**config.mk**
```make
export PLATFORM = sky130hd
export DESIGN_NAME = qdi_slave
export DESIGN_NICKNAME = d
export VERILOG_FILES = /design/src/qdi_pkg.sv /design/src/qdi_stream_if.sv /design/src/qdi_slave.sv /design/src/qdi_fifo.sv
export SDC_FILE = /design/constraint.sdc
export NUM_CORES = 1
export LEC_CHECK = 0
export BUFFER_PORTS_ARGS = -buffer_cell sky130_fd_sc_hd__buf_4
export CAP_MARGIN = 20
export CORE_UTILIZATION = 53
export DETAILED_ROUTE_END_ITERATION = 12
export MAX_ROUTING_LAYER = met4
export PLACE_DENSITY = 0.78
export RECOVER_POWER = 100
export SETUP_SLACK_MARGIN = 0.05
export SLEW_MARGIN = 10
export SYNTH_ARGS = -nofsm -noshare
export SYNTH_HDL_FRONTEND = slang
export SYNTH_HIERARCHICAL = 1
export SYNTH_SLANG_ARGS = --single-unit
```
**constraint.sdc**
```tcl
create_clock -name mclk -period 6.5 [get_ports mclk]
set_input_delay 0.975 -clock mclk [delete_from_list [all_inputs] [get_ports mclk]]
set_output_delay 0.975 -clock mclk [all_outputs]
set_load 0.03 [all_outputs]
```
**src/qdi_pkg.sv**
```systemverilog
// shared constants and types for the quad converter two-wire slave front end
// assumes a single 125 MHz system clock; no bus, every control bit is a port
package qdi_pkg;

	// ****************************************
	// address and command layout
	// ****************************************
	localparam logic [4:0] ADDR_HI5    = 5'h03;  // fixed upper address bits
	localparam logic [7:0] BCAST_BYTE  = 8'h10;  // broadcast address, write only
	localparam int         MB_BIT      = 6;      // multibyte flag in command byte
	localparam int         GRP_LSB     = 3;      // command group field
	localparam int         CH_LSB      = 0;      // channel select field
	localparam logic [2:0] GRP_CODE    = 3'h0;
	localparam logic [2:0] GRP_LOAD    = 3'h1;
	localparam logic [2:0] GRP_CLD_ALL = 3'h2;
	localparam logic [2:0] GRP_CLD     = 3'h3;
	localparam logic [2:0] GRP_POWER   = 3'h4;
	localparam logic [7:0] ONES        = 8'hFF;  // overrun readback filler

	// ****************************************
	// readback, strap and buffer sizing
	// ****************************************
	localparam logic [1:0] RB_LEN_STD  = 2'h2;   // combined read: two bytes
	localparam logic [1:0] RB_LEN_VER  = 2'h3;   // verification read: three bytes
	localparam logic [1:0] STRAP_WAIT  = 2'h3;   // cycles before strap capture
	localparam logic [3:0] BITS_BYTE   = 4'h8;
	localparam int         FIFO_W      = 24;
	localparam int         FIFO_D      = 8;

	// ****************************************
	// bus engine states, gray along idle-rx-ack-tx-txack
	// ****************************************
	typedef enum logic [2:0] {
		QDI_IDLE  = 3'h0,
		QDI_RX    = 3'h1,
		QDI_ACK   = 3'h3,
		QDI_TX    = 3'h7,
		QDI_TXACK = 3'h6,
		QDI_IGN   = 3'h4
	} qdi_state_t;

endpackage

```
**src/qdi_stream_if.sv**
```systemverilog
// valid/ready carrier between the bus engine and its command buffer
// assumes both ends run on mclk
`timescale 1ns/10ps
interface qdi_stream_if #(parameter int W = 24);
	logic         valid;
	logic         ready;
	logic [W-1:0] data;

	modport src (output valid, output data, input ready);
	modport snk (input valid, input data, output ready);
endinterface

```
**src/qdi_slave.sv**
```systemverilog
// two-wire slave front end of a quad 12-bit converter: address, ack, frames, readback
// assumes scl/sda and the address strap arrive asynchronously; core values are mclk-synchronous
`timescale 1ns/10ps
module qdi_slave
	import qdi_pkg::*;
#(
	parameter logic [7:0] ID_HI  = 8'h5A,  // identity byte, value arbitrary
	parameter logic [2:0] ID_MID = 3'h0,   // identity bits, value arbitrary
	parameter logic [2:0] REV_ID = 3'h1    // revision, value arbitrary
)(
	input  wire logic              mclk,
	input  wire logic              sys_rst,
	input  wire logic              ce,
	input  wire logic              scl_in,
	input  wire logic              sda_in,
	output logic                   sda_out,
	output logic                   sda_oe,
	input  wire logic              addr_pu_in,
	input  wire logic              addr_pd_in,
	input  wire logic [3:0][11:0]  code_rb,
	input  wire logic [3:0][11:0]  dac_rb,
	input  wire logic [3:0]        pwr_down,
	input  wire logic [1:0]        ref_mode,
	output logic                   cmd_valid,
	input  wire logic              cmd_ready,
	output logic [23:0]            cmd_data,
	output logic                   busy
);

	// ****************************************
	// state record
	// ****************************************
	typedef struct packed {
		logic [2:0]      s_scl;     // [0] first flop, [2] third
		logic [2:0]      s_sda;
		logic [2:0][1:0] s_adr;
		logic            scl_f;
		logic            sda_f;
		qdi_state_t      st;
		logic [3:0]      bit_cnt;
		logic [7:0]      sh;
		logic [1:0]      phase;     // 0 addr, 1 cmd, 2 data hi, 3 data lo
		logic            rd;
		logic            ack;
		logic            mack;
		logic            start_hi;
		logic [7:0]      cmd;
		logic [7:0]      hi;
		logic            wr_xfer;
		logic            exec_any;
		logic            cmd_got;
		logic [7:0]      sel;
		logic            verify;
		logic [23:0]     last;
		logic [23:0]     rbuf;
		logic [1:0]      rd_idx;
		logic [1:0]      rd_len;
		logic [7:0]      tx;
		logic            oe;
		logic [1:0]      a_lo;
		logic [1:0]      strap_cnt;
		logic            strap_done;
	} qdi_slave_st_t;

	qdi_slave_st_t q;
	qdi_slave_st_t n;
	logic          scl_rise;
	logic          scl_fall;
	logic          start_ev;
	logic          stop_ev;
	logic          dec;
	logic          ack_go;
	logic          push;
	logic          tx_load;
	logic [15:0]   std_word;

	qdi_stream_if #(.W(FIFO_W)) f_if ();

	// ****************************************
	// readback word for the selected register
	// ****************************************
	function automatic logic [15:0] rb_word(
		input logic [7:0]       s,
		input logic [3:0][11:0] code_v,
		input logic [3:0][11:0] dac_v,
		input logic [3:0]       pd,
		input logic [1:0]       rm
	);
		logic [2:0]  grp;
		logic [1:0]  ch;
		logic [15:0] w;
		grp = s[GRP_LSB +: 3];
		// all-channel select (4..7) falls back to channel A
		ch  = s[CH_LSB + 2] ? 2'h0 : s[CH_LSB +: 2];
		w   = {ID_HI, ID_MID, REV_ID, rm};
		if (!s[7]) begin
			unique case (grp)
				GRP_CODE:                     w = {code_v[ch], 4'h0};
				GRP_LOAD, GRP_CLD_ALL, GRP_CLD: w = {dac_v[ch], 4'h0};
				GRP_POWER:                    w = {12'h000, pd};
				default:                      w = {ID_HI, ID_MID, REV_ID, rm};
			endcase
		end
		return w;
	endfunction

	assign std_word  = rb_word(q.sel, code_rb, dac_rb, pwr_down, ref_mode);
	assign f_if.data = {q.cmd, q.hi, q.sh};
	assign f_if.valid = push;
	assign sda_out   = 1'b0;   // open drain: only ever pulls low
	assign sda_oe    = q.oe;
	assign busy      = (q.st != QDI_IDLE);

	// ****************************************
	// next-state logic
	// ****************************************
	always_comb begin
		n       = q;
		ack_go  = 1'b0;
		push    = 1'b0;
		tx_load = 1'b0;
		// three-flop synchronisers; a level moves only when flops 2 and 3 agree
		n.s_scl = {q.s_scl[1:0], scl_in};
		n.s_sda = {q.s_sda[1:0], sda_in};
		n.s_adr = {q.s_adr[1:0], {addr_pu_in, addr_pd_in}};
		if (q.s_scl[1] == q.s_scl[2]) begin
			n.scl_f = q.s_scl[2];
		end
		if (q.s_sda[1] == q.s_sda[2]) begin
			n.sda_f = q.s_sda[2];
		end
		scl_rise = ce && n.scl_f && !q.scl_f;
		scl_fall = ce && !n.scl_f && q.scl_f;
		// sda edges only count while scl stays high across the cycle
		start_ev = ce && q.scl_f && n.scl_f && q.sda_f && !n.sda_f;
		stop_ev  = ce && q.scl_f && n.scl_f && !q.sda_f && n.sda_f;
		dec      = scl_fall && (q.st == QDI_RX) && (q.bit_cnt == BITS_BYTE);

		// strap captured once after release, the pad having settled
		if (!q.strap_done) begin
			if (q.strap_cnt == STRAP_WAIT && q.s_adr[1] == q.s_adr[2]) begin  // settled pad only
				n.a_lo       = {~(q.s_adr[2][1] & q.s_adr[2][0]), ~q.s_adr[2][1]};
				n.strap_done = 1'b1;
			end else begin
				n.strap_cnt = q.strap_cnt + 2'h1;
			end
		end

		if (start_ev || (stop_ev && !q.start_hi)) begin
			// end of a write transfer decides how the next read behaves
			if (q.wr_xfer) begin
				if (q.exec_any) begin
					n.verify = 1'b1;
				end else if (q.cmd_got) begin
					n.verify = 1'b0;
					n.sel    = q.cmd;
				end
			end
			// partial groups are simply dropped: nothing was pushed
			n.wr_xfer  = 1'b0;
			n.exec_any = 1'b0;
			n.cmd_got  = 1'b0;
			n.ack      = 1'b0;
			n.mack     = 1'b0;
			n.rd       = 1'b0;
			n.bit_cnt  = 4'h0;
			n.phase    = 2'h0;
			n.start_hi = start_ev;
			n.st       = start_ev ? QDI_RX : QDI_IDLE;
		end else begin
			if (scl_fall) begin
				n.start_hi = 1'b0;
			end
			unique case (q.st)
				QDI_IDLE, QDI_IGN: begin
				end
				QDI_RX: begin
					if (scl_rise) begin
						n.sh      = {q.sh[6:0], q.sda_f};
						n.bit_cnt = q.bit_cnt + 4'h1;
					end
					if (dec) begin
						unique case (q.phase)
							2'h0: begin
								if ((q.strap_done && q.sh[7:1] == {ADDR_HI5, q.a_lo}) ||
								    (q.sh == BCAST_BYTE)) begin
									ack_go    = 1'b1;
									n.rd      = q.sh[0];
									n.wr_xfer = !q.sh[0];
									n.phase   = 2'h1;
									if (q.sh[0]) begin
										// each read reloads from the first byte
										n.rd_idx = 2'h0;
										n.rbuf   = q.verify ? q.last : {std_word, ONES};
										n.rd_len = q.verify ? RB_LEN_VER : RB_LEN_STD;
										n.verify = 1'b0;  // one verification read per executing write transfer
									end
								end
							end
							2'h1: begin
								ack_go    = 1'b1;
								n.cmd     = q.sh;
								n.cmd_got = 1'b1;
								n.phase   = 2'h2;
							end
							2'h2: begin
								ack_go  = 1'b1;
								n.hi    = q.sh;
								n.phase = 2'h3;
							end
							2'h3: begin
								// full buffer refuses the group by withholding ack
								if (f_if.ready) begin
									ack_go     = 1'b1;
									push       = 1'b1;
									n.last     = {q.cmd, q.hi, q.sh};
									n.exec_any = 1'b1;
									n.phase    = q.cmd[MB_BIT] ? 2'h2 : 2'h1;
								end
							end
						endcase
						n.st = ack_go ? QDI_ACK : QDI_IGN;
						n.ack = ack_go;
						n.bit_cnt = 4'h0;
					end
				end
				QDI_ACK: begin
					// pull-down held until the ninth pulse has fallen
					if (scl_fall) begin
						n.ack = 1'b0;
						if (q.rd) begin
							tx_load  = 1'b1;
							n.st     = QDI_TX;
							n.tx     = q.rbuf[23:16];
							n.rd_idx = 2'h1;
						end else begin
							n.st = QDI_RX;
						end
					end
				end
				QDI_TX: begin
					if (scl_fall) begin
						if (q.bit_cnt == 4'h7) begin
							n.st      = QDI_TXACK;
							n.mack    = 1'b0;
							n.bit_cnt = 4'h0;
						end else begin
							n.tx      = {q.tx[6:0], 1'b1};
							n.bit_cnt = q.bit_cnt + 4'h1;
						end
					end
				end
				QDI_TXACK: begin
					if (scl_rise) begin
						// a not-acknowledge ends our part until the next start or stop
						n.mack = !q.sda_f;
						if (q.sda_f) begin
							n.st = QDI_IGN;
						end
					end
					if (scl_fall && q.mack) begin
						tx_load = 1'b1;
						n.st    = QDI_TX;
						if (q.rd_idx >= q.rd_len) begin
							n.tx = ONES;
						end else begin
							n.tx = q.rbuf[8'(23 - 8 * int'(q.rd_idx)) -: 8];
						end
						if (q.rd_idx != 2'h3) begin
							n.rd_idx = q.rd_idx + 2'h1;
						end
					end
				end
				default: begin
					n.st = QDI_IDLE;
				end
			endcase
		end
		n.oe = (n.st == QDI_ACK && n.ack) || (n.st == QDI_TX && !n.tx[7]);
		if (!ce) begin
			n = q;
		end
	end

	always_ff @(posedge mclk) begin
		if (sys_rst) begin
			q        <= '0;
			q.s_scl  <= 3'h7;
			q.s_sda  <= 3'h7;
			q.scl_f  <= 1'b1;
			q.sda_f  <= 1'b1;
			q.st     <= QDI_IDLE;
		end else begin
			q <= n;
		end
	end

	// ****************************************
	// command buffer toward the converter core
	// ****************************************
	qdi_fifo #(
		.W (FIFO_W),
		.D (FIFO_D)
	) u_fifo (
		.mclk     (mclk),
		.sys_rst  (sys_rst),
		.ce       (ce),
		.wr       (f_if.snk),
		.rd_valid (cmd_valid),
		.rd_ready (cmd_ready),
		.rd_data  (cmd_data)
	);
endmodule

```
**src/qdi_fifo.sv**
```systemverilog
// command buffer between the serial engine and the converter core
// assumes mclk domain on both sides; depth a power of two
`timescale 1ns/10ps
module qdi_fifo
	import qdi_pkg::*;
#(
	parameter int W = FIFO_W,
	parameter int D = FIFO_D
)(
	input  wire logic         mclk,
	input  wire logic         sys_rst,
	input  wire logic         ce,
	qdi_stream_if.snk         wr,
	output logic              rd_valid,
	input  wire logic         rd_ready,
	output logic [W-1:0]      rd_data
);
	localparam int AW = $clog2(D);

	typedef struct packed {
		logic [D-1:0][W-1:0] mem;
		logic [AW-1:0]       wp;
		logic [AW-1:0]       rp;
		logic [AW:0]         cnt;
	} qdi_fifo_st_t;

	qdi_fifo_st_t q_reg;
	qdi_fifo_st_t q_next;
	logic         push;
	logic         pop;

	// ****************************************
	// handshakes, frozen while ce is low
	// ****************************************
	assign wr.ready = ce && (q_reg.cnt != (AW+1)'(D));
	assign rd_valid = ce && (q_reg.cnt != '0);
	assign rd_data  = q_reg.mem[q_reg.rp];
	assign push     = wr.valid && wr.ready;
	assign pop      = rd_valid && rd_ready;

	// next state: write slot, advance pointers, track fill
	always_comb begin
		q_next = q_reg;
		if (push) begin
			q_next.mem[q_reg.wp] = wr.data;
			q_next.wp            = q_reg.wp + AW'(1);
		end
		if (pop) begin
			q_next.rp = q_reg.rp + AW'(1);
		end
		if (push && !pop) begin
			q_next.cnt = q_reg.cnt + (AW+1)'(1);
		end else if (pop && !push) begin
			q_next.cnt = q_reg.cnt - (AW+1)'(1);
		end
	end

	always_ff @(posedge mclk) begin
		if (sys_rst) begin
			q_reg <= '0;
		end else begin
			q_reg <= q_next;
		end
	end
endmodule

```
* After elaboration in Yosys (flattened, before gate mapping)
Index checks and enable logic that the tools add are counted.
Storage, ports and cells: output and inout bits 28, logic and storage cells 278, input bits 110, register bits 331
Cells by class: bitwise operators 7, shifts and indexed selects 1, muxes and demuxes 95, equal/unequal tests 42, $add $sub $neg 8, $lt $le $gt $ge 5, reduce and logical (&&, ||, !) cells 77
Operators with widths (number):
- 192-bit bitwise mux | 1
- 24-bit two-way mux | 5
- 28-bit two-way mux | 3
- 24-bit binary-select mux with 3-bit select | 1
- 24-bit demux with 3-bit select | 1
- 8-bit two-way mux | 7
- 53-bit two-way mux | 1
- 49-bit two-way mux | 1
- 12-bit binary-select mux with 2-bit select | 2
- 16-bit case mux with 3 select lines | 1
- 12-bit two-way mux | 3
- 3-bit two-way mux | 12
- 5-bit AND reduction | 7
- 1-bit two-way mux | 33
- 31-bit by 6-bit indexed part select with 8-bit output | 1
- 1-bit logical AND | 25
- 8-bit case mux with 3 select lines | 1
- 7-bit two-way mux | 3
- 2-bit inequality test (second input constant) | 10
- 2-bit nonzero test | 10
- 16-bit two-way mux | 1
- 4-bit two-way mux | 4
- 8-bit AND reduction | 2
- 3-bit equality test (second input constant) | 5
- 48 further kinds | 95

* Depth between registers and ports, before layout
Gate-level depths: netlist (run 1).
word-level depth 17, gate-level depth with buffers 17, depth with buffers taken out 16

* Cells and area by module
Netlist (run 1), hierarchy kept.
Modules (own cells, without submodules):
- qdi_fifo | times used 1, seq. area each 4043.9 sq um, area an instance 8966.1 sq um, cells each 1017
- qdi_slave | times used 1, seq. area each 2562.5 sq um, area an instance 6678.9 sq um, cells each 790

* Worst setup path before layout (run 1)
Ideal clock, no wire load.
path type input port to flip-flop, start point input port ce, end point register u_fifo/q_reg[3] (netlist name), data arrival time 4085 ps, stages 16, library setup time 121 ps, slack 2294 ps, buffers on the path 2, required time 6379 ps, path through nor4bb_1 buf_2 nand2_1 nor2_1 nand3_1 clkinv_1 buf_1 nand3_1 inv_1 ha_1 inv_1 ha_1 a21oi_1 a211oi_1 a31oi_1 mux2_2
Between the ends: word-level cells in the longest chain between the ends 11, elaborated cells between the ends (all ways) 27, those cells by class 6 x mux; 21 x reduce/logical
Ends and longest elaborated chain:
- start, declared | RTL line qdi_slave.sv:13 | input wire logic ce,
- 1-bit logical AND (on tied branches) (2 in a row) | RTL line qdi_slave.sv:133, qdi_slave.sv:135, qdi_slave.sv:136
- 1-bit logical AND (on tied branches) (2 in a row) | RTL line qdi_slave.sv:137, qdi_slave.sv:136
- 1-bit two-way mux / 1-bit logical AND (equally long branches) | RTL line qdi_slave.sv:182, qdi_slave.sv:149
- 1-bit two-way mux / 1-bit logical OR (equally long branches) | RTL line qdi_slave.sv:174, qdi_slave.sv:149
- 1-bit two-way mux * | RTL line qdi_slave.sv:149 | if (start_ev || (stop_ev && !q.start_hi)) begin
- named net f_if.valid | RTL line qdi_stream_if.sv:5 | logic valid;
- 1-bit logical AND * | RTL line qdi_fifo.sv:38 | assign push = wr.valid && wr.ready;
- named net u_fifo.push | RTL line qdi_fifo.sv:29 | logic push;
- 1-bit zero test | RTL line qdi_fifo.sv:53 | end else if (pop && !push) begin
- 1-bit logical AND | RTL line qdi_fifo.sv:53
- 2-bit nonzero test (no line)
- end signal, assigned | RTL line qdi_fifo.sv:62 | q_reg <= q_next;
- end, declared | RTL line qdi_fifo.sv:27 | qdi_fifo_st_t q_reg;
The timed path passes the listed nets; every way through them passes the cells marked *. A chain may end at the register's enable or synchronous reset.

* Final worst setup path (run 1)
start point register u_fifo/q_reg[5] (netlist name), end point output port cmd_data[7]
Between the ends: word-level cells in the longest chain between the ends 2
Ends and longest elaborated chain:
- 24-bit binary-select mux with 3-bit select | RTL line qdi_fifo.sv:37 | assign rd_data = q_reg.mem[q_reg.rp];
- 24-bit two-way mux (not written as such) | RTL line qdi_fifo.sv:37
- end, declared | RTL line qdi_slave.sv:26 | output logic [23:0] cmd_data,
Every way passes these cells. The select of a mux whose other input is x is not followed.

==> results.md, run 1 <==
Floorplanning:
- The initial standard-cell utilization of the core is 0.542.
- The total I/O pin count is 138.
- The row count is 62.
- The height of the die is 174 µm.
- The die area is 30,200 µm².
- The die extent in x is 174 µm.
- The region available for standard cell placement spans 28,900 µm².

Cells and area:
- The number of nets in the final layout is 1,977.
- From synthesis to final layout, the design area changed by 13.9%.
- The layout cell share with drive strength beyond 1 is 0.178.
- The area of the multi-input gates is 8150 µm².
- The post-route cell area is 17,800 µm².
- The leading cell type in the layout, fill and taps excluded is sky130_fd_sc_hd__nand2_1.
- The sequential cell area is 6610 µm².
- Leaving out filler cells and counting taps, the final layout contains 2,258.
- The library cells used most frequently in the layout, excluding fill and tap cells, are sky130_fd_sc_hd__nand2_1, sky130_fd_sc_hd__dfxtp_1, sky130_fd_sc_hd__a21oi_1.
- The repair_antennas step left the layout with diodes totalling 0.
- The number of inserted filler cells in the final layout is 2,452.
- The register with the most flip-flops in the layout has 202 of them.

Clocking:
- Clock-pin slew was measured on the worst setup and hold paths at 0.06 ns.
- The number of H-tree branching levels is 2.
- TritonCTS built the clock tree.
- For this design, the sink count on the clock tree is 330.
- The clock passes through at most 3 buffers.
- The cell sitting at the root of the clock tree is a sky130_fd_sc_hd__clkbuf_16.
- The number of hold buffers added after CTS was 0.
- The number of gates resized after CTS is 0.
- After clock tree synthesis, the setup repair step added 0 buffers.
- For the worst-skew pair, the clock arrives at the later sink with an insertion delay of 0.53 ns.
- The number of clock buffers added by TritonCTS is 35.

Synthesis:
- The cell accounting for the most synthesized area is sky130_fd_sc_hd__dfxtp_1.
- The share of the Yosys chip area taken by registers is 0.422.
- The number of synthesized register bits is 330.
- In the synthesized netlist the dominant register cell turns out to be sky130_fd_sc_hd__dfxtp_1.
- The cell count after synthesis came out at 1,807.
- The share of synthesized area in the top cell type comes to 0.422.
- The netlist uses 71 different library cells.
- Counting flops with an async set or reset pin after synthesis yields a share of 0.
- Yosys attributes the largest share of cell area to sky130_fd_sc_hd__dfxtp_1, sky130_fd_sc_hd__nand2_1, sky130_fd_sc_hd__mux4_2.
- The mean instance size in the synthesized netlist is 8.66 µm².
- The number of nets handed over by synthesis was 1,935.
- The number of synthesis warnings is 6.
- Yosys mapped a number of flops with a built-in enable equal to 0.
- The cell area that synthesis handed to floorplanning was 15,600 µm².

Detailed routing:
- The residual antenna-violating net count after detailed routing is 0.
- For this run, design rule violations remaining after detail routing come to 0.
- The detailed router finished its first iteration with 1,329 violations.
- The routed design has 41.8 mm of wire.
- The vias per cell is 5.96.
- The first-pass iteration count of the detailed router is 5.
- In the final routed layout, each cell accounts on average for 18.5 µm.
- The via count is 13,500.

Worst setup path:
- The category of the critical setup timing path is flip-flop to primary output.
- The internal reg-to-reg setup slack is 1.72 ns.
- For the worst flop-to-flop path, the logic depth is 10.
- The startpoint of the worst-slack reg-to-reg timing path is q[112].
- The worst setup path is launched from a flip-flop.
- Of all nets on the critical path, the largest fanout is 36.
- Data arrives at the worst endpoint at 4.38 ns.
- The critical path starts at u_fifo/q_reg[5].
- The kind of end point of the critical path is a primary output.
- The endpoint identified for the worst register-to-register timing path is u_fifo/q_reg[182].
- The required time of the worst setup path is 5.52 ns.
- The most critical setup path has its endpoint at cmd_data[7].

Timing:
- Measured against its own limit, the worst slew margin works out to -1.44.
- Across the routed clock network, the largest skew measured is 0.0230 ns.
- The part of the cycle the worst path needs is 0.824.
- The maximum achievable frequency is 187 MHz.
- The count of endpoints failing setup in the final report is 0.
- Setup repair after global routing left no endpoint under its margin.
- The worst hold-check slack is 0.453 ns.
- The accumulated negative setup slack is 0 ns.
- The number of hold-slack violations in the final timing report is 0.
- The clock period minus final worst setup slack is 5.36 ns.
- The final count of pins violating max slew is 372.
- The actual transition at the worst max-transition pin is 3.66 ns.

Power and ir drop:
- The part of the total power dissipated in the clock network is 0.503.
- The post-layout total power is 4.36 mW.
- The power share of the sequential group is 0.466.
- Summed over all cells, the static leakage comes to 6.08 nW.
- The design internal power is 3.44 mW.
- Of the total power, combinational logic draws 0.031.
- The switching power as a share of total power is 0.212.
- The largest vdd supply drop is 0.164 mV.
- The switching power is 0.926 mW.
- For this design the ratio of total power to cell area is 245 nW/µm².

GRT:
- The first global-routing pass estimated 66.7 mm of wire.
- The overall global routing resource usage is 0.280.
- Entering global routing, the biggest net connects 185 pins.
- The initial antenna violation count is 0.
- The number of global-route vias before repair is 13,000.
- The residual overflow from global routing is 0.

Placed design:
- The post-place instance area is 16,600 µm².
- The final HPWL from detailed placement is 25.9 mm.
- Buffers placed on the I/O ports in this run total 136.
- After detailed placement, the design holds a cell count of 2,192.
- The global placement routability congestion is 0.899.

Run status:
- The flow ran to the end, but the final reports show violations.
- The checks that failed: max-capacitance violations, max-slew violations.

Job:
- The count of maximum capacitance violations is 3.

Hold path:
- The tightest min-delay check is of the flip-flop to flip-flop type.
-- cell usage after synthesis (20+ instances only) --
cell type / n
sky130_fd_sc_hd__mux4_2: 64
sky130_fd_sc_hd__mux2_2: 25
sky130_fd_sc_hd__o21ai_0: 26
sky130_fd_sc_hd__inv_1: 24
sky130_fd_sc_hd__clkbuf_1: 68
sky130_fd_sc_hd__nor2_1: 106
sky130_fd_sc_hd__a21oi_1: 257
sky130_fd_sc_hd__nand3_1: 30
sky130_fd_sc_hd__dfxtp_1: 330
sky130_fd_sc_hd__buf_2: 68
sky130_fd_sc_hd__a21oi_2: 20
sky130_fd_sc_hd__mux2i_1: 72
sky130_fd_sc_hd__nand2_2: 20
sky130_fd_sc_hd__nor3_1: 22
sky130_fd_sc_hd__nand2_1: 461
-- power groups by stage --
stage | clock network, mW | registers [mW] | logic (mW)
after floorplan | 0 | 2.08 | 0.0703
after CTS | 2.21 | 2.03 | 0.136
final | 2.20 | 2.03 | 0.133
after global placement | 0 | 2.08 | 0.133
after global routing | 2.30 | 2.03 | 0.144
after detailed placement | 0 | 2.08 | 0.136
-- cells by family after synthesis --
family | share of synthesized area
AO/OA/AOI/OAI | 0.146
multiplexers | 0.156
other | 0.000240
XOR/XNOR | 0.00504
flip-flops | 0.422
buffers and inverters | 0.0522
adder cells (fa/ha/maj) | 0.0149
AND/OR/NAND/NOR | 0.203
-- critical path: stages (launching register included) --
cell                       delay [ns]
sky130_fd_sc_hd__dfxtp_2         0.64
sky130_fd_sc_hd__clkbuf_1        1.93
sky130_fd_sc_hd__mux4_2          0.72
sky130_fd_sc_hd__mux2_1          0.36
sky130_fd_sc_hd__buf_4           0.19
-- layer usage --
layer  part of all wire  GRT usage  up-vias
met5                  0          -        -
met4              0.028     0.0958        0
met3              0.074     0.0390       95
met2               0.49      0.463      587
met1               0.41      0.350     6474
li1                   -          -     6312
-- layout make-up --
class,count,share of cell area
clock buffers,45,0.0563
clock inverters,17,0.0153
inverters,25,0.00527
multi-input cells,1295,0.457
flip-flops and latches,330,0.371
well taps,384,0.0270
repair buffers,162,0.0680
-- metrics by stage --
step                setup slack (ns)  utilization
detailed placement              1.52        0.576
global placement                1.65        0.576
global route                   0.884        0.617
floorplan                       2.29            -
finish                          1.14        0.617
CTS                             2.03        0.620
-- how the worst min path moves through the flow --
stage,cells after the start,end,slack (ns),start
after CTS,2,u_fifo/q_reg[156],0.45,u_fifo/q_reg[156]
after detailed placement,2,u_fifo/q_reg[161],0.44,u_fifo/q_reg[161]
after global placement,2,u_fifo/q_reg[108],0.44,u_fifo/q_reg[108]
final,2,u_fifo/q_reg[51],0.45,u_fifo/q_reg[51]
after global routing,2,u_fifo/q_reg[157],0.46,u_fifo/q_reg[157]
after floorplan,2,q[59],0.43,q[59]
(Power assumes the default switching activity.)
==> inputs of run 2 (changes only) <==
ABC_AREA = 1   (was default)
clock period = 5.05 ns   (was 6.5 ns; I/O delays follow)
==> results.md, run 2 <==
Timing:
- The accumulated negative setup slack is 0 ns (unchanged).
- The clock period minus final worst setup slack is 4.33 ns.
- The part of the cycle the worst path needs is 0.857.
- The final count of pins violating max slew is 271 (-27%).
- The setup slack of the critical path after layout came to 0.721 ns (-0.423 ns).
- Setup repair after global routing left no endpoint under its margin.
- The max-slew headroom at the worst pin came to -1.14 (+0.304).
- The count of endpoints failing setup in the final report is 0 (unchanged).
- The actual transition at the worst max-transition pin is 3.20 ns (-0.456 ns).
- The maximum achievable frequency is 231 MHz.
- The number of hold-slack violations in the final timing report came to 0 (unchanged).
- The maximum clock skew at final layout is 0.0267 ns (+0.00365 ns).

Clocking:
- The number of gates resized after CTS is 0 (unchanged).
- The post-CTS setup repair buffer count is 0 (unchanged).
- The TritonCTS clock tree is built.
- The tree is rooted in a sky130_fd_sc_hd__clkbuf_16.
- The clock transition at the registers of the reported paths is 0.06 ns (about the same).
- The number of sinks on the clock net is 330 (unchanged).
- The hold buffer count at cts came to 0 (unchanged).
- The total clock buffers created by CTS is 36 (+2.9%).
- The number of H-tree branching levels is 2 (unchanged).
- The worst-case clock buffer depth is 3 (unchanged).
- The latest clock arrival within the worst-skew pair came to 0.53 ns (about the same).

Hold path:
- The type of the tightest min-delay check is flip-flop to flip-flop.
- The number of stages on the worst hold path came to 2 (unchanged).

Synthesis:
- The synthesized instance count was 2,541 (+41%).
- The adder and majority cell fraction of the synthesized area was 0.0138 (-0.00105).
- The sequential share of the synthesized area is 0.392 (-0.0299).
- For this run, the leading register cell type out of synthesis is sky130_fd_sc_hd__dfxtp_1.
- The number of distinct library cell variants in the gate-level netlist after synthesis came to 47 (-34%).
- The net count after synthesis is 2,669 (+38%).
- In the synthesized netlist, the cells that appear most often are sky130_fd_sc_hd__nor2_1, sky130_fd_sc_hd__nand2_1, sky130_fd_sc_hd__dfxtp_1, sky130_fd_sc_hd__o21ai_0, sky130_fd_sc_hd__inv_1.
- The number of synthesis warnings was 6 (unchanged).
- Summed over all instances, the cell type with the most area after synthesis is sky130_fd_sc_hd__dfxtp_1.
- The simple-gate area share of the yosys netlist is 0.338 (+0.135).
- By area the synthesized netlist is led by sky130_fd_sc_hd__dfxtp_1, sky130_fd_sc_hd__nor2_1, sky130_fd_sc_hd__nand2_1.
- By area, the combinational part of the netlist is dominated by simple AND/OR/NAND/NOR gates.
- The total standard cell area after synthesis is 16,800 µm² (+7.6%).
- The mean instance size in the synthesized netlist was 6.63 µm² (-23%).
- The number of enable-type register cells in the synthesized netlist is 0 (unchanged).
- The top cell type's share of synthesized area is 0.392 (-0.0299).
- The proportion of synthesized flip-flops having asynchronous set or reset is 0 (unchanged).
- Among all cell types in the netlist, the one instantiated most often is sky130_fd_sc_hd__nor2_1.
- The multiplexer fraction of the synthesized cell area is 0 (-0.156).
- The complex-gate fraction of the synthesized area is 0.161 (+0.0146).
- The XOR/XNOR share of the synthesized area is 0.00260 (-0.00244).
- The number of synthesized register bits is 330 (unchanged).

Worst setup path:
- The largest incremental delay on the critical path is 1.42 ns (-0.51 ns).
- The kind of end point of the critical path is a primary output.
- The instance count on the critical path is 6 (+2).
- STA classifies the critical path startpoint as a flip-flop.
- The internal reg-to-reg setup slack is 1.21 ns (-0.51 ns).
- The critical-path maximum fanout was 97 (+170%).
- The family of cells with the greatest summed delay on the critical path is buffers and inverters.
- The depth of the worst register-to-register path is 13 (+3).
- The slowest library cell on the worst path is sky130_fd_sc_hd__clkbuf_2.
- The source of the critical timing path is u_fifo/q_reg[4].
- The critical path capture point is cmd_data[7].
- The number of buffers and inverters on the critical path was 2 (unchanged).
- The required time of the worst setup path is 4.29 ns (-1.23 ns).
- The signal arrival time at the worst endpoint is 3.57 ns (-0.81 ns).
- The capture point of the worst reg-to-reg path is u_fifo/q_reg[174].
- Walking the worst path, the cells encountered are clkbuf_2 > o21ai_0 > o22ai_1 > nand2_1 > nand2_1 > clkbuf_1.
- The cell that appears most often on the critical path is sky130_fd_sc_hd__nand2_1.
- The category of the critical setup timing path is flip-flop to primary output.
- The startpoint of the worst-slack reg-to-reg timing path is q[127].

GRT:
- The number of global-route vias before repair is 15,800 (+22%).
- The residual overflow from global routing was 0 (unchanged).
- The first-pass GRT wire length was 81.0 mm (+21%).
- The pin count of the biggest net entering global routing is 104 (-44%).
- The initial antenna violation count was 0 (unchanged).
- The overall global routing resource usage came to 0.308 (+0.0285).

Detailed routing:
- The mean routed wirelength per cell is 16.7 µm (-9.7%).
- The first-pass iteration count of the detailed router is 6 (+1).
- The residual antenna-violating net count after detailed routing is 0 (unchanged).
- The vias per cell was 5.75 (-3.6%).
- The via count is 17,200 (+28%).
- The routed wire length is 49.9 mm (+20%).
- The residual DRC count is 0 (unchanged).
- The number of DRC markers after the initial detailed-route iteration is 1,742 (+31%).

Power and ir drop:
- The static leakage came to 8.01 nW (+32%).
- The largest vdd supply drop came to 0.257 mV (+57%).
- The power per unit of standard cell area is 308 nW/µm² (+26%).

Run status:
- The final reports fail on max-capacitance violations, max-slew violations.
- The flow ran to the end, but the final reports show violations.

Placed design:
- The global placement routability congestion is 0.904 (+0.56%).
- The number of buffer cells added on primary ports is 136 (unchanged).
- The final HPWL from detailed placement came to 31.2 mm (+20%).
- The worst setup slack after placement is 1.08 ns (-0.442 ns).

Cells and area:
- The leading cell type in the layout, fill and taps excluded is sky130_fd_sc_hd__nor2_1.
- The flip-flop count of the largest register, all copies and words added is 202 (unchanged).
- The post-route core utilization was 0.608 (-0.00933).
- The layout cell share with drive strength beyond 1 is 0.0938 (-0.0844).
- The count of antenna diodes in the layout is 0 (unchanged).
- The library cells used most frequently in the layout, excluding fill and tap cells, are sky130_fd_sc_hd__nor2_1, sky130_fd_sc_hd__nand2_1, sky130_fd_sc_hd__dfxtp_1.
- The number of nets in the final layout is 2,693 (+36%).
- The signed area change from the synthesized netlist to the final layout is 11.6%.

Floorplanning:
- The total I/O pin count is 138 (unchanged).
- The row count is 64 (+3.2%).
- The die extent in x was 180 µm (+3.7%).
- The height of the die is 180 µm (+3.7%).
- The initial standard-cell utilization of the core is 0.545 (+0.00255).
- The core outline area is 30,900 µm² (+7.1%).
- The die area is 32,500 µm² (+7.5%).

Job:
- The count of maximum capacitance violations came to 3 (unchanged).
run 2: worst register-to-register path, cell delays in order (launching register included):
cell                       delay, ns
sky130_fd_sc_hd__dfxtp_1        0.34
sky130_fd_sc_hd__nand2_1        0.11
sky130_fd_sc_hd__nand2_2        0.09
sky130_fd_sc_hd__nor2_1         0.54
sky130_fd_sc_hd__nand2_2        0.15
sky130_fd_sc_hd__nor2_4         0.29
sky130_fd_sc_hd__inv_1          0.17
sky130_fd_sc_hd__nor2_4         0.11
sky130_fd_sc_hd__buf_4          0.62
sky130_fd_sc_hd__nand4_1        0.24
sky130_fd_sc_hd__clkbuf_2       0.65
sky130_fd_sc_hd__nand2_1        0.22
sky130_fd_sc_hd__nand2_1        0.07
sky130_fd_sc_hd__nor2_1         0.19
run 2: metrics by stage:
stage | cells | hold WS, ns | cell area [µm²] | power, mW
floorplan | 2541 | 0.420 | 16800 | 3.03
CTS | 2987 | 0.447 | 19000 | 5.82
detailed placement | 2923 | 0.437 | 17800 | 3.22
global placement | 2920 | 0.433 | 17800 | 3.21
finish | 2987 | 0.448 | 18800 | 5.79
global route | 2987 | 0.462 | 18800 | 5.98
run 2: layout make-up:
type                    instances  area, µm²
multi-input cells            1828       8610
clock buffers                  50       1040
flip-flops and latches        330       6610
clock inverters                14        144
fillers                      2816      12100
inverters                     209        787
well taps                     396        495
repair buffers                160       1110
run 2: kinds of logic (layout without fill, tap and decap cells):
family          after synthesis  after routing
other cells                   1              1
flops                       330            330
xor+xnor                      5              5
compound gates              482            482
buf+inv                     383            433
fa+ha+maj                    18             18
simple gates               1322           1322
run 2: how the worst min path moves through the flow:
stage / start / end / slack (ns)
floorplan: q[52] / q[52] / 0.42
global placement: q[58] / q[58] / 0.43
detailed placement: q[65] / q[65] / 0.44
CTS: q[65] / q[65] / 0.45
global route: q[63] / q[63] / 0.46
finish: q[65] / q[65] / 0.45
run 2: routing by layer:
layer | global-route usage | up-vias | wire [µm]
met5 | - | - | 0
met4 | 0.0991 | 0 | 1240
met3 | 0.0453 | 114 | 4540
met2 | 0.502 | 832 | 23300
met1 | 0.392 | 7836 | 20900
li1 | - | 8398 | -
run 2: power by group:
group / internal [mW] / total, mW / switching [mW]
Combinational: 0.182 / 0.528 / 0.346
Sequential: 2.62 / 2.63 / 0.0128
Clock: 1.55 / 2.63 / 1.08
==> inputs of run 3 (changes only) <==
MAX_ROUTING_LAYER = default   (was met4)
==> results.md, run 3 (same netlist as run 2, synthesis figures left out) <==
Run status:
- The run finished, with violations left.
- The checks that failed: max-capacitance violations, max-slew violations.

Timing:
- The clock period minus final worst setup slack is 4.26 ns (-0.0708 ns).
- The setup slack of the critical path after layout is 0.791 ns (+0.0708 ns).
- The maximum clock skew at final layout is 0.0189 ns (-0.00775 ns).
- The count of endpoints failing setup in the final report is 0 (unchanged).
- The number of hold-slack violations in the final timing report is 0 (unchanged).
- The maximum achievable frequency came to 235 MHz (+1.7%).
- The actual transition at the worst max-transition pin is 2.28 ns (-0.922 ns).
- Setup repair after global routing left no endpoint under its margin.
- The part of the cycle the worst path needs came to 0.843 (-0.0140).
- The accumulated negative setup slack is 0 ns (unchanged).
- The final count of pins violating max slew is 186 (-31%).
- The max-slew headroom at the worst pin came to -0.522 (+0.615).

Cells and area:
- The layout cell share with drive strength beyond 1 came to 0.0942 (+0.000459).
- The leading cell type in the layout, fill and taps excluded is sky130_fd_sc_hd__nor2_1.
- The flip-flop count of the largest register, all copies and words added is 202 (unchanged).
- The number of nets in the final layout is 2,694 (+0.037%).
- The count of antenna diodes in the layout was 0 (unchanged).
- The non-filler instance count after layout is 2,985 (-0.067%).
- The post-route cell area is 18,800 µm² (about the same).
- The number of inserted filler cells in the final layout is 2,867 (+1.8%).
- Leaving out fill and tap cells, the most frequent cells in the layout are sky130_fd_sc_hd__nor2_1, sky130_fd_sc_hd__nand2_1, sky130_fd_sc_hd__dfxtp_1.
- The signed area change from the synthesized netlist to the final layout is 11.5% (about the same).

Floorplanning:
- The row count came to 64 (unchanged).
- The die area is 32,500 µm² (unchanged).
- The initial standard-cell utilization of the core was 0.545 (unchanged).
- The total I/O pin count came to 138 (unchanged).
- The core outline area is 30,900 µm² (unchanged).
- The height of the die is 180 µm (unchanged).
- The die extent in x was 180 µm (unchanged).

Placed design:
- The post-place instance area came to 17,800 µm² (+0.11%).
- The number of buffer cells added on primary ports came to 136 (unchanged).
- The total instance count after detailed placement is 2,924 (+0.034%).
- The final HPWL from detailed placement came to 31.4 mm (+0.60%).
- The worst setup slack after placement came to 1.12 ns (+0.0406 ns).
- The global placement routability congestion was 0.884 (-2.2%).

Clocking:
- The total clock buffers created by CTS is 35 (-2.8%).
- The worst-case clock buffer depth came to 3 (unchanged).
- The latest clock arrival within the worst-skew pair is 0.52 ns (about the same).
- The post-CTS setup repair buffer count is 0 (unchanged).
- The clock transition at the registers of the reported paths is 0.06 ns (about the same).
- The number of sinks on the clock net is 330 (unchanged).
- TritonCTS built the clock tree.
- The number of gates resized after CTS was 0 (unchanged).
- The root cell of the clock tree is sky130_fd_sc_hd__clkbuf_16.
- The hold buffer count at cts is 0 (unchanged).
- The number of H-tree branching levels is 2 (unchanged).

Worst setup path:
- The startpoint of the worst-slack reg-to-reg timing path is q[127].
- By startpoint and endpoint, the worst setup path is classified as flip-flop to primary output.
- The internal reg-to-reg setup slack is 1.19 ns (-0.02 ns).
- The signal arrival time at the worst endpoint is 3.50 ns (-0.07 ns).
- The depth of the worst register-to-register path is 9 (-4).
- The critical-path maximum fanout is 97 (unchanged).
- The capture point of the worst reg-to-reg path is q[30].
- The required time of the worst setup path is 4.29 ns (about the same).
- The kind of start point of the critical path is a flip-flop.
- The kind of end point of the critical path is a primary output.

Detailed routing:
- The vias per cell was 5.81 (+1.0%).
- The mean routed wirelength per cell is 16.8 µm (+0.40%).
- The number of DRC markers after the initial detailed-route iteration was 1,870 (+7.3%).
- The residual DRC count is 0 (unchanged).
- The residual antenna-violating net count after detailed routing is 0 (unchanged).
- The via count came to 17,300 (+0.97%).
- The routed wire length came to 50.1 mm (+0.33%).
- The first-pass iteration count of the detailed router is 6 (unchanged).

Hold path:
- The worst hold path begins at q[52].
- The worst min-delay path endpoint is q[52].
- The number of stages on the worst hold path is 2 (unchanged).
- The type of the tightest min-delay check is flip-flop to flip-flop.

GRT:
- The first-pass GRT wire length is 80.6 mm (-0.52%).
- The pin count of the biggest net entering global routing is 98 (-5.8%).
- The initial antenna violation count is 0 (unchanged).
- The overall global routing resource usage is 0.298 (-0.0104).
- The number of global-route vias before repair is 16,100 (+1.7%).
- The residual overflow from global routing is 0 (unchanged).

Power and ir drop:
- The largest vdd supply drop came to 0.245 mV (-4.8%).
- The power per unit of standard cell area is 299 nW/µm² (-2.7%).
- The static leakage is 8.01 nW (about the same).
- The post-layout total power is 5.62 mW (-2.8%).

Job:
- The count of maximum capacitance violations is 4 (+1).
[run 3: worst max path at each step]
stage                         start              end  slack, ns  depth (start not counted)
floorplan                        ce  u_fifo/q_reg[3]       1.78                         16
global placement                 ce  u_fifo/q_reg[3]       1.15                         17
detailed placement               ce  u_fifo/q_reg[3]       1.12                         17
CTS                          q[108]  u_fifo/q_reg[3]       1.58                         18
global route        u_fifo/q_reg[4]     cmd_data[19]       0.64                          6
finish              u_fifo/q_reg[4]      cmd_data[1]       0.79                          6
[run 3: layout make-up]
class | count | area (µm²) | share of cell area
Inverter | 209 | 790 | 0.0420
Multi-Input combinational cell | 1828 | 8610 | 0.458
Sequential cell | 330 | 6610 | 0.352
Clock inverter | 6 | 45.0 | 0.00240
Tap cell | 396 | 495 | 0.0264
Clock buffer | 54 | 1050 | 0.0558
Timing Repair Buffer | 162 | 1180 | 0.0631
[run 3: critical path, cell delays in order, from the launching register on]
cell,delay (ns)
sky130_fd_sc_hd__dfxtp_1,0.35
sky130_fd_sc_hd__clkbuf_2,1.52
sky130_fd_sc_hd__o21ai_0,0.27
sky130_fd_sc_hd__o22ai_1,0.27
sky130_fd_sc_hd__nand2_1,0.11
sky130_fd_sc_hd__nand2_1,0.09
sky130_fd_sc_hd__clkbuf_1,0.33
[run 3: per-layer routing]
metal	part of all wire	vias up	track usage
met2	0.46	833	0.496
met5	0	-	0
met4	0.028	0	0.116
li1	-	8396	-
met1	0.43	8001	0.391
met3	0.083	117	0.0390
[run 3: report_power, final]
| part | total, mW | switching (mW) | internal [mW] |
|---|---|---|---|
| Combinational | 0.529 | 0.348 | 0.182 |
| Sequential | 2.63 | 0.0124 | 2.62 |
| Clock | 2.46 | 1.03 | 1.43 |
[run 3: stage by stage]
stage          hold slack [ns]  utilization
5_1_grt                  0.469        0.607
3_3_place_gp             0.433        0.575
6_report                 0.443        0.607
3_5_place_dp             0.437        0.577
2_1_floorplan            0.420            -
4_1_cts                  0.446        0.612
